$ cat src/spi_cfg_pkg.sv
/*
 * Shared constants and types for the serial configuration register bank:
 * register offsets, field positions, reset values, reset-pulse timing and
 * the carrier structs. Assumes a 10 MHz system clock.
 */
package spi_cfg_pkg;

   // clock and soft-reset pulse timing
   localparam int SYS_CLK_NS        = 100;
   localparam int SOFT_RESET_NS     = 1000;
   localparam int SOFT_RESET_CYCLES = (SOFT_RESET_NS + SYS_CLK_NS - 1) / SYS_CLK_NS;
   localparam int PULSE_CNT_W       = 16;

   // serial frame layout
   localparam int ADDR_W     = 15;
   localparam int INSTR_BITS = 16;
   localparam int BYTE_BITS  = 8;

   // register offsets
   localparam logic [14:0] ADDR_CFG_A      = 15'h0000;
   localparam logic [14:0] ADDR_CFG_B      = 15'h0001;
   localparam logic [14:0] ADDR_CLASS_CODE = 15'h0003;
   localparam logic [14:0] ADDR_PART_LOW   = 15'h0004;
   localparam logic [14:0] ADDR_PART_HIGH  = 15'h0005;
   localparam logic [14:0] ADDR_GRADE_REV  = 15'h0006;

   // interface_config_a fields
   localparam int CFGA_CORE_RESET = 0;
   localparam int CFGA_BIT_ORDER  = 1;
   localparam int CFGA_ADDR_DIR   = 2;
   localparam int CFGA_FOUR_WIRE  = 3;
   localparam logic [3:0] CFG_A_RESET = 4'h0;

   // interface_config_b fields
   localparam int CFGB_SINGLE_INS = 7;
   localparam int CFGB_STALL      = 6;
   localparam int CFGB_AUX_ONE    = 2;
   localparam int CFGB_AUX_ZERO   = 1;
   localparam logic [7:0] CFG_B_RESET = 8'h00;

   // soft reset lines: index into the pulser vector
   localparam int RST_CORE = 0;
   localparam int RST_AUX0 = 1;
   localparam int RST_AUX1 = 2;
   localparam int RST_LINES = 3;

   typedef enum logic [1:0] {PH_IDLE, PH_INSTR, PH_DATA, PH_HOLD} phase_e;

   // synchronised serial pins
   typedef struct packed {
      logic sclk;
      logic csN;
      logic sdi;
   } pins_s;

   // read-data pin drive
   typedef struct packed {
      logic sdioOut;
      logic sdioOe;
      logic sdoOut;
      logic sdoOe;
   } drive_s;

   // reset pulser state
   typedef struct packed {
      logic [PULSE_CNT_W-1:0] cnt;
      logic                   pulse;
      logic                   done;
   } pulser_s;

   // main register bank and serial engine state
   typedef struct packed {
      phase_e            phase;
      logic              prevSclk;
      logic [4:0]        bitCnt;
      logic [15:0]       shiftIn;
      logic [ADDR_W-1:0] addr;
      logic              isRead;
      logic [7:0]        outByte;
      drive_s            drive;
      logic [3:0]        cfgA;
      logic              single_instruction_mode;
      logic              stallEn;
      logic              aux1Req;
      logic              aux0Req;
      logic [2:0]        resetStart;
   } bank_s;

endpackage

$ cat src/sync_stage.sv
/*
 * Two flip-flop synchroniser for a vector of independent levels.
 * Assumes each bit is a slow level; no bit-to-bit coherency is given.
 */
module sync_stage
   import spi_cfg_pkg::*;
#(
   parameter int WIDTH = 3
)(
   input  wire logic             sysClk,  // system clock
   input  wire logic             rstn,    // async reset, active low
   input  wire logic [WIDTH-1:0] async,   // levels from outside the domain
   output logic      [WIDTH-1:0] synced   // levels safe to use
);

   typedef struct packed {
      logic [WIDTH-1:0] meta;
      logic [WIDTH-1:0] stable;
   } sync_s;

   sync_s s;
   sync_s next_s;

   // first stage is read only by the second stage
   always_comb
   begin
      next_s.meta   = async;
      next_s.stable = s.meta;
   end

   always_ff @(posedge sysClk or negedge rstn)
   begin
      if (!rstn)
         s <= '0;
      else
         s <= next_s;
   end

   assign synced = s.stable;

endmodule

$ cat src/reset_pulser.sv
/*
 * Self-timed soft reset pulse: a start strobe gives a pulse of CYCLES
 * clocks and then a one-cycle done strobe. Assumes start is synchronous.
 */
module reset_pulser
   import spi_cfg_pkg::*;
#(
   parameter int CYCLES = SOFT_RESET_CYCLES
)(
   input  wire logic sysClk,  // system clock
   input  wire logic rstn,    // async reset, active low
   input  wire logic start,   // one-cycle request
   output logic      pulse,   // reset line, high while active
   output logic      done     // one-cycle end of pulse
);

   pulser_s s;
   pulser_s next_s;

   // count down while the pulse stands; a restart extends it
   always_comb
   begin
      next_s      = s;
      next_s.done = 1'b0;
      if (start)
      begin
         next_s.pulse = 1'b1;
         next_s.cnt   = PULSE_CNT_W'(CYCLES - 1);
      end
      else if (s.pulse)
      begin
         if (s.cnt == '0)
         begin
            next_s.pulse = 1'b0;
            next_s.done  = 1'b1;
         end
         else
            next_s.cnt = s.cnt - 1'b1;
      end
   end

   always_ff @(posedge sysClk or negedge rstn)
   begin
      if (!rstn)
         s <= '0;
      else
         s <= next_s;
   end

   assign pulse = s.pulse;
   assign done  = s.done;

endmodule

$ cat src/spi_config_regs.sv
/*
 * Serial configuration and identification register bank with its serial
 * port engine. The host drives sclk, csN and sdio; sclk is sampled by
 * sysClk, so sclk must be well below a quarter of the system clock rate.
 */
// Summary of operation
// - Upper nibble of config A reads as mirror of bits 0 to 3.
// - Four-wire bit set: read data leave on sdo instead of sdio.
// - Streaming address rises when direction bit is 1, falls when 0.
// - Bit order bit set: data shift in and out LSB first, else MSB.
// - Writing core reset bit pulses device reset; bit clears when done.
// - Config B bit 2 pulses auxiliary reset one, then clears itself.
// - Config B bit 1 pulses auxiliary reset zero, then clears itself.
module spi_config_regs
   import spi_cfg_pkg::*;
#(
   parameter logic [7:0]  CLASS_CODE  = 8'h5A,     // arbitrary value
   parameter logic [15:0] PART_CODE   = 16'hA5_C3, // arbitrary value
   parameter logic [3:0]  PART_GRADE  = 4'h1,      // arbitrary value
   parameter logic [3:0]  SILICON_REV = 4'h2,      // arbitrary value
   parameter int          RESET_LEN   = SOFT_RESET_CYCLES
)(
   input  wire logic sysClk,     // system clock, 10 MHz
   input  wire logic rstn,       // async reset, active low
   input  wire logic sclk,       // serial clock pin
   input  wire logic csN,        // chip select pin, active low
   input  wire logic sdioIn,     // sdio pin level
   output logic      sdioOut,    // sdio drive value
   output logic      sdioOe,     // sdio drive enable
   output logic      sdoOut,     // sdo drive value
   output logic      sdoOe,      // sdo drive enable
   output logic      coreReset,  // device soft reset line
   output logic      auxReset0,  // auxiliary soft reset zero
   output logic      auxReset1   // auxiliary soft reset one
);

   bank_s               s;
   bank_s               next_s;
   pins_s               pinsRaw;
   pins_s               pins;
   logic                rise;
   logic                fall;
   logic                bit_order_select;
   logic [15:0]         word;
   logic [7:0]          byteIn;
   logic [ADDR_W-1:0]   nextAddr;
   logic                outBit;
   logic [RST_LINES-1:0] rstPulse;
   logic [RST_LINES-1:0] rstDone;

   // every pin is asynchronous to sysClk
   assign pinsRaw = '{sclk: sclk, csN: csN, sdi: sdioIn};

   sync_stage #(
      .WIDTH ($bits(pins_s))
   ) pinSync (
      .sysClk (sysClk),
      .rstn   (rstn),
      .async  (pinsRaw),
      .synced (pins)
   );

   // one pulser per soft reset line
   genvar g;
   generate
      for (g = 0; g < RST_LINES; g++)
      begin : gPulse
         reset_pulser #(
            .CYCLES (RESET_LEN)
         ) pulser (
            .sysClk (sysClk),
            .rstn   (rstn),
            .start  (s.resetStart[g]),
            .pulse  (rstPulse[g]),
            .done   (rstDone[g])
         );
      end
   endgenerate

   // register read decode, used at instruction end and on each stream step
   function automatic logic [7:0] readReg(input logic [ADDR_W-1:0] a, input bank_s b);
      logic [7:0] d;
      d = 8'h00;
      unique case (a)
         ADDR_CFG_A:      d = {b.cfgA[0], b.cfgA[1], b.cfgA[2], b.cfgA[3], b.cfgA};
         ADDR_CFG_B:      d = {b.single_instruction_mode, b.stallEn, 3'b000, b.aux1Req, b.aux0Req, 1'b0};
         ADDR_CLASS_CODE: d = CLASS_CODE;
         ADDR_PART_LOW:   d = PART_CODE[7:0];
         ADDR_PART_HIGH:  d = PART_CODE[15:8];
         ADDR_GRADE_REV:  d = {PART_GRADE, SILICON_REV};
         default:         d = 8'h00;
      endcase
      return d;
   endfunction

   // edges of the sampled serial clock
   assign rise     = pins.sclk & ~s.prevSclk;
   assign fall     = ~pins.sclk & s.prevSclk;
   assign bit_order_select = s.cfgA[CFGA_BIT_ORDER];

   // serial engine and register bank
   always_comb
   begin
      next_s            = s;
      word              = '0;
      byteIn            = '0;
      nextAddr          = s.addr;
      outBit            = 1'b0;
      next_s.prevSclk   = pins.sclk;
      next_s.resetStart = '0;

      // completions first, so a write in the same cycle wins
      if (rstDone[RST_CORE])
      begin
         next_s.cfgA      = CFG_A_RESET;
         next_s.single_instruction_mode = CFG_B_RESET[CFGB_SINGLE_INS];
         next_s.stallEn   = CFG_B_RESET[CFGB_STALL];
      end
      if (rstDone[RST_AUX0])
         next_s.aux0Req = 1'b0;
      if (rstDone[RST_AUX1])
         next_s.aux1Req = 1'b0;

      if (pins.csN)
      begin
         // deselected: abort any frame and release the pins
         next_s.phase        = PH_IDLE;
         next_s.bitCnt       = '0;
         next_s.drive.sdioOe = 1'b0;
         next_s.drive.sdoOe  = 1'b0;
      end
      else
      begin
         unique case (s.phase)
            PH_IDLE:
            begin
               next_s.phase  = PH_INSTR;
               next_s.bitCnt = '0;
            end
            PH_INSTR:
            begin
               if (rise)
               begin
                  // rw bit is the top of the instruction word in either order
                  if (bit_order_select)
                     word = {pins.sdi, s.shiftIn[15:1]};
                  else
                     word = {s.shiftIn[14:0], pins.sdi};
                  next_s.shiftIn = word;
                  next_s.bitCnt  = s.bitCnt + 1'b1;
                  if (s.bitCnt == 5'(INSTR_BITS - 1))
                  begin
                     next_s.addr    = word[ADDR_W-1:0];
                     next_s.isRead  = word[15];
                     next_s.outByte = readReg(word[ADDR_W-1:0], s);
                     next_s.bitCnt  = '0;
                     next_s.phase   = PH_DATA;
                  end
               end
            end
            PH_DATA:
            begin
               if (rise)
               begin
                  if (bit_order_select)
                     byteIn = {pins.sdi, s.shiftIn[7:1]};
                  else
                     byteIn = {s.shiftIn[6:0], pins.sdi};
                  next_s.shiftIn = {8'h00, byteIn};
                  next_s.bitCnt  = s.bitCnt + 1'b1;
                  if (s.bitCnt == 5'(BYTE_BITS - 1))
                  begin
                     if (!s.isRead)
                     begin
                        unique case (s.addr)
                           ADDR_CFG_A:
                           begin
                              // request bit holds until its pulse completes;
                              // a set in the completion cycle wins over the clear
                              next_s.cfgA = {byteIn[3:1],
                                 next_s.cfgA[CFGA_CORE_RESET] | byteIn[CFGA_CORE_RESET]};
                              next_s.resetStart[RST_CORE] = byteIn[CFGA_CORE_RESET];
                           end
                           ADDR_CFG_B:
                           begin
                              next_s.single_instruction_mode = byteIn[CFGB_SINGLE_INS];
                              next_s.stallEn   = byteIn[CFGB_STALL];
                              next_s.aux1Req   = next_s.aux1Req | byteIn[CFGB_AUX_ONE];
                              next_s.aux0Req   = next_s.aux0Req | byteIn[CFGB_AUX_ZERO];
                              next_s.resetStart[RST_AUX1] = byteIn[CFGB_AUX_ONE];
                              next_s.resetStart[RST_AUX0] = byteIn[CFGB_AUX_ZERO];
                           end
                           // identification and unmapped addresses: ignored
                           default: ;
                        endcase
                     end
                     if (s.cfgA[CFGA_ADDR_DIR])
                        nextAddr = s.addr + 1'b1;
                     else
                        nextAddr = s.addr - 1'b1;
                     next_s.addr    = nextAddr;
                     next_s.outByte = readReg(nextAddr, s);
                     next_s.bitCnt  = '0;
                     if (s.single_instruction_mode)
                        next_s.phase = PH_HOLD; // one byte per frame
                  end
               end
               // read data change on the falling edge, ahead of the host sample
               if (fall && s.isRead)
               begin
                  outBit = bit_order_select ? s.outByte[0] : s.outByte[7];
                  if (bit_order_select)
                     next_s.outByte = {1'b0, s.outByte[7:1]};
                  else
                     next_s.outByte = {s.outByte[6:0], 1'b0};
                  if (s.cfgA[CFGA_FOUR_WIRE])
                  begin
                     next_s.drive.sdoOut = outBit;
                     next_s.drive.sdoOe  = 1'b1;
                     next_s.drive.sdioOe = 1'b0;
                  end
                  else
                  begin
                     next_s.drive.sdioOut = outBit;
                     next_s.drive.sdioOe  = 1'b1;
                     next_s.drive.sdoOe   = 1'b0;
                  end
               end
            end
            PH_HOLD:
            begin
               // single instruction: wait out the frame, stop driving
               if (fall)
               begin
                  next_s.drive.sdioOe = 1'b0;
                  next_s.drive.sdoOe  = 1'b0;
               end
            end
         endcase
      end
   end

   always_ff @(posedge sysClk or negedge rstn)
   begin
      if (!rstn)
      begin
         s       <= '0;
         s.phase <= PH_IDLE;
      end
      else
         s <= next_s;
   end

   // pin drives are state bits; reset lines come from pulser flops
   assign sdioOut   = s.drive.sdioOut;
   assign sdioOe    = s.drive.sdioOe;
   assign sdoOut    = s.drive.sdoOut;
   assign sdoOe     = s.drive.sdoOe;
   assign coreReset = rstPulse[RST_CORE];
   assign auxReset0 = rstPulse[RST_AUX0];
   assign auxReset1 = rstPulse[RST_AUX1];

endmodule

$ cat config.mk
export PLATFORM = sky130hd
export DESIGN_NAME = spi_config_regs
export DESIGN_NICKNAME = d
export VERILOG_FILES = /design/src/spi_cfg_pkg.sv /design/src/sync_stage.sv /design/src/reset_pulser.sv /design/src/spi_config_regs.sv
export SDC_FILE = /design/constraint.sdc
export NUM_CORES = 1
export LEC_CHECK = 0
export BUFFER_PORTS_ARGS = -buffer_cell sky130_fd_sc_hd__buf_2
export CAP_MARGIN = 20
export CORE_MARGIN = 5
export CORE_UTILIZATION = 65
export CTS_CLUSTER_SIZE = 24
export DETAILED_ROUTE_END_ITERATION = 16
export PLACE_DENSITY = 0.89
export SYNTH_ARGS = -nofsm -noshare
export SYNTH_HDL_FRONTEND = slang
export SYNTH_HIERARCHICAL = 1
export SYNTH_SLANG_ARGS = --single-unit
$ cat constraint.sdc
create_clock -name sysClk -period 5.2 [get_ports sysClk]
set_input_delay 1.04 -clock sysClk [delete_from_list [all_inputs] [get_ports sysClk]]
set_output_delay 1.04 -clock sysClk [all_outputs]
set_load 0.005 [all_outputs]
# ---- Word level (Yosys, flattened, before mapping)
# Cells that the tools add are included.
dict set report classes {
  n_eq_ne 32
  n_addsub 6
  n_mux 72
  n_reduce_logical 26
  bitwise 9
}
# cell n
set ops {}
lappend ops {{two-way mux 16 bit} 7}
lappend ops {{case mux 8 bit (6 select lines)} 2}
lappend ops {{equality test 15 x 3 -> 1 bit (second input constant)} 6}
lappend ops {{two-way mux 15 bit} 6}
lappend ops {{case mux 31 bit (2 select lines)} 1}
lappend ops {{two-way mux 8 bit} 7}
lappend ops {{two-way mux 11 bit} 5}
lappend ops {{two-way mux 18 bit} 3}
lappend ops {{two-way mux 17 bit} 3}
lappend ops {{logical NOT 16 bit} 3}
lappend ops {{subtractor 16 x 1 -> 16 bit (second input constant)} 3}
lappend ops {{equality test 15 x 1 -> 1 bit (second input constant)} 3}
lappend ops {{logical NOT 15 bit} 3}
lappend ops {{two-way mux 45 bit} 1}
lappend ops {{two-way mux 36 bit} 1}
lappend ops {{equality test 15 x 2 -> 1 bit (second input constant)} 2}
lappend ops {{two-way mux 24 bit} 1}
lappend ops {{!= test 3 x 2 -> 1 bit (second input constant)} 7}
lappend ops {{two-way mux 2 bit} 9}
lappend ops {{AND reduction 6 bit} 3}
lappend ops {{case mux 8 bit (2 select lines)} 1}
lappend ops {{AND reduction 4 bit} 4}
lappend ops {{adder 15 x 1 -> 15 bit (second input constant)} 1}
lappend ops {{two-way mux 5 bit} 3}
lappend ops {{other kinds (25)} 60}
dict set report word_totals {
  out_inout_bits 7
  regBits 123
  input_bits 5
  word_cells 173
}

# ---- Depth between registers and ports, before layout
dict set report logic_depth {
  ltp_word 13
  ltp_mapped 12
  depth_no_buf 11
}

# ---- Modules after synthesis
# Netlist, hierarchy kept.
# module cells_per_inst n_inst area_per_inst_um2 seq_area_each_um2
set by_module_without_submodules {}
lappend by_module_without_submodules {spi_config_regs 527 1 4426.7 1576.5}
lappend by_module_without_submodules {{reset_pulser (gPulse[1].pulser ...)} 110 2 1073.5 450.4}
lappend by_module_without_submodules {{reset_pulser (gPulse[0].pulser)} 114 1 1071.0 450.4}
lappend by_module_without_submodules {sync_stage 6 1 150.1 150.1}

# ---- Worst setup path before layout
# No wires, ideal clock.
dict set report synth_timing {
  path_kind {register -> register}
  from {register, netlist name s[24]}
  to {register, netlist name s[15]}
  setup_ns 0.104
  t_required_ns 5.096
  period_less_slack_ns 2.585
  arrival_time_ns 2.481
  n_path_buf 0
  stages_incl_launch_ff 10
  slack_ns 2.615
  path_cell_list {dfrtp_1 -> inv_1 -> ha_1 -> nor4b_1 -> a41oi_1 -> xnor2_1 -> or3_1 -> nor4_2 -> nand4_2 -> o41ai_2}
}

==> flow_metrics.env <==
export IMPL_run_status="completed"
export IMPL_antenna_left=0
export IMPL_gp_congestion=0.979
export IMPL_r2r_slack_ns=1.74
export IMPL_final_setup_skew_ns=0.00941
export IMPL_worstPathMaxFanout=31
export IMPL_syn_to_final_growth_pct=8.09
export IMPL_setup_ws_ns=1.74
export IMPL_p_per_area_nw_per_um2=433
export IMPL_grt_pass1_wl_um=31400
export IMPL_ys_ff_latch=123
export IMPL_yosysWarnings=6
export IMPL_ys_types=77
export IMPL_antenna_found_initial=0
export IMPL_end_kind="flop"
export IMPL_r2r_end="s[29]"
export IMPL_dieArea_sq_um=14300
export IMPL_via_count=6852
export IMPL_setup_viol=0
export IMPL_dr_pass1_iters=5
export IMPL_met3_usage=0.0650
export IMPL_holdPathEnd="pinSync/synced[0]"
export IMPL_overflow=0
export IMPL_drv_slew=0
export IMPL_wl_per_cell_um=18.2
export IMPL_fillCellCount=841
export IMPL_cts_max_level=4
export IMPL_via_per_inst=6.77
export IMPL_relSlewSlack=0.333
export IMPL_cts_tree="yes"
export IMPL_netlist_instances=867
export IMPL_final_setup_tns_ns=0
export IMPL_cts_inserted_buffers=17
export IMPL_timing_final_hold_violations=0
export IMPL_vdd_drop_max_v=0.000246
export IMPL_hpwl_um=12400
export IMPL_clk_pin_slew_ns=0.06
export IMPL_coreArea_sq_um=11900
export IMPL_syn_nets=885
export IMPL_grt_met2_usage=0.422
export IMPL_cts_setup_buffers=0
export IMPL_root_buffer="clkbuf_16"
export IMPL_grt_pass1_vias=6368
export IMPL_leakage_nw=3.41
export IMPL_ctsResizeCount=0
export IMPL_clockBufferDepth=2
export IMPL_rr_startpoint="s[61]"
export IMPL_cp_arrival_ns=3.76
export IMPL_design_area_sq_um=8430
export IMPL_clk_latency_ns=0.43
export IMPL_startpoint_type="flop"
export IMPL_critPathKind="reg -> reg"
export IMPL_crit_required_ns=5.50
export IMPL_drv_cap=0
export IMPL_final_nets=870
export IMPL_drcViolationCount=0
export IMPL_die_w_um=120
export IMPL_dpl_cell_area_sq_um=7850
export IMPL_grt_max_degree=53
export IMPL_drt_initial_drc_count=895
export IMPL_drt_wl_total_um=18400
export IMPL_hold_start="pinSync/next_s[0]"
export IMPL_rsz0062_at_grt="no"
export IMPL_dieHeight_um=120
export IMPL_period_needed_ns=3.46
export IMPL_hold_buffers=0
export IMPL_start_util=0.657
export IMPL_hold_ws_ns=0.354
export IMPL_cts_sinks=123
export IMPL_fin_crit_sh=0.666
export IMPL_ys_seq_area_frac=0.395
export IMPL_grt_use_met1=0.362
export IMPL_hold_path_cell_count=0
export IMPL_rr_worst_depth=10
export IMPL_async_flop_share=1.00
export IMPL_place_ws_ns=1.82
export IMPL_synth_area_sq_um=7790
export IMPL_avgSynthCellArea_sq_um=8.99
export IMPL_synth_flop_cell="dfrtp_1"
export IMPL_tightestPinTransition_ns=1.00
export IMPL_io_buffers=11
export IMPL_hold_path_class="reg -> reg"
export IMPL_synth_edff_count=0
export IMPL_rows=40
export IMPL_diodes=0
export IMPL_pin_count=12
export IMPL_busiest_layer="met2"
export IMPL_layout_drive_gt1_share=0.119
export IMPL_grt_util_all_layers=0.269
export IMPL_timing_fmax_mhz=289
==> synth_stat cells, drive strengths merged (13+ instances only) <==
master | instances | area [sq um]
nor4 | 24 | 235
nor2b | 23 | 144
o21ai | 55 | 275
mux2 | 23 | 289
nor2 | 70 | 280
mux2i | 23 | 230
clkbuf | 35 | 131
inv | 28 | 105
a21oi | 74 | 397
dfrtp | 123 | 3080
o31ai | 29 | 218
buf | 14 | 86.3
ha | 13 | 163
nand2 | 73 | 274
or4 | 24 | 184
nand3 | 27 | 148
or3 | 20 | 125
nor3 | 29 | 145
==> cell type report <==
cell class	instances	area (sq um)	share of cell area
Clock buffer	18	439	0.0521
Clock inverter	14	133	0.0157
Inverter	28	105	0.0125
Multi-Input combinational cell	667	4400	0.522
Sequential cell	123	3080	0.365
Tap cell	147	184	0.0218
Timing Repair Buffer	15	87.6	0.0104
==> cell families (layout without fill, tap and decap cells) <==
kind of cell               Yosys count  after routing  share of synthesized area
muxes                               46             46                     0.0666
buffers and inverters               77             75                     0.0414
DFF                                123            123                      0.395
xor gates and xnor gates            16             16                     0.0180
AOI/OAI and AO/OA                  236            236                      0.199
and+or+nand+nor                    356            356                      0.259
adders and majority gates           13             13                     0.0209
==> sequential cells by signal, summed over array words and instances (netlist names) <==
register,cells
bit_order_select,1
gPulse.pulser/done,3
gPulse.pulser/pulse,3
gPulse.pulser/s,48
pinSync/next_s,3
pinSync/synced,3
s,58
sdioOe,1
sdioOut,1
sdoOe,1
sdoOut,1
==> report_power, final <==
group	internal [mW]	total [mW]	switching (mW)
Clock	0.678	1.14	0.464
Combinational	0.471	1.23	0.756
Sequential	1.06	1.28	0.213
Total	2.21	3.65	1.43
==> stage by stage <==
step | util | cells | power, mW
2_1_floorplan | - | 867 | 2.20
3_3_place_gp | 0.662 | 980 | 2.44
3_5_place_dp | 0.662 | 980 | 2.46
4_1_cts | 0.710 | 1012 | 3.62
5_1_grt | 0.710 | 1012 | 3.85
6_report | 0.710 | 1012 | 3.65
==> how the worst max path moves through the flow <==
stage,cells after the start,to,slack [ns],startpoint
after detailed placement,10,s[29],1.82,s[61]
after global placement,10,s[29],1.91,s[61]
after global routing,10,s[29],1.51,s[61]
after floorplan,9,s[15],2.62,s[24]
final,10,s[29],1.74,s[61]
after CTS,10,s[29],1.78,s[61]
==> cell usage in the layout, fill, tap and decap left out, types with 26 or more instances in the layout <==
master / instances
o21ai_0: 53
nand2_1: 73
inv_1: 28
dfrtp_1: 122
nor2_1: 67
nand3_1: 26
a21oi_1: 69
nor3_1: 29
o31ai_1: 29
==> worst max-delay path: stages (launching register included) <==
cell	delay, ns
dfrtp_1	0.41
inv_1	0.09
ha_1	0.69
nor2_1	0.24
o21ai_2	0.17
buf_4	0.31
nand3b_1	0.55
buf_4	0.35
nand2b_1	0.14
mux2i_1	0.07
a221o_1	0.31
==> per-layer routing <==
metal | vias to the layer above | share of wire
met5 | - | 0
met1 | 3279 | 0.43
met2 | 299 | 0.47
met3 | 57 | 0.070
met4 | 0 | 0.029
li1 | 3217 | -
Note: power is estimated with default switching activity, not from simulation.
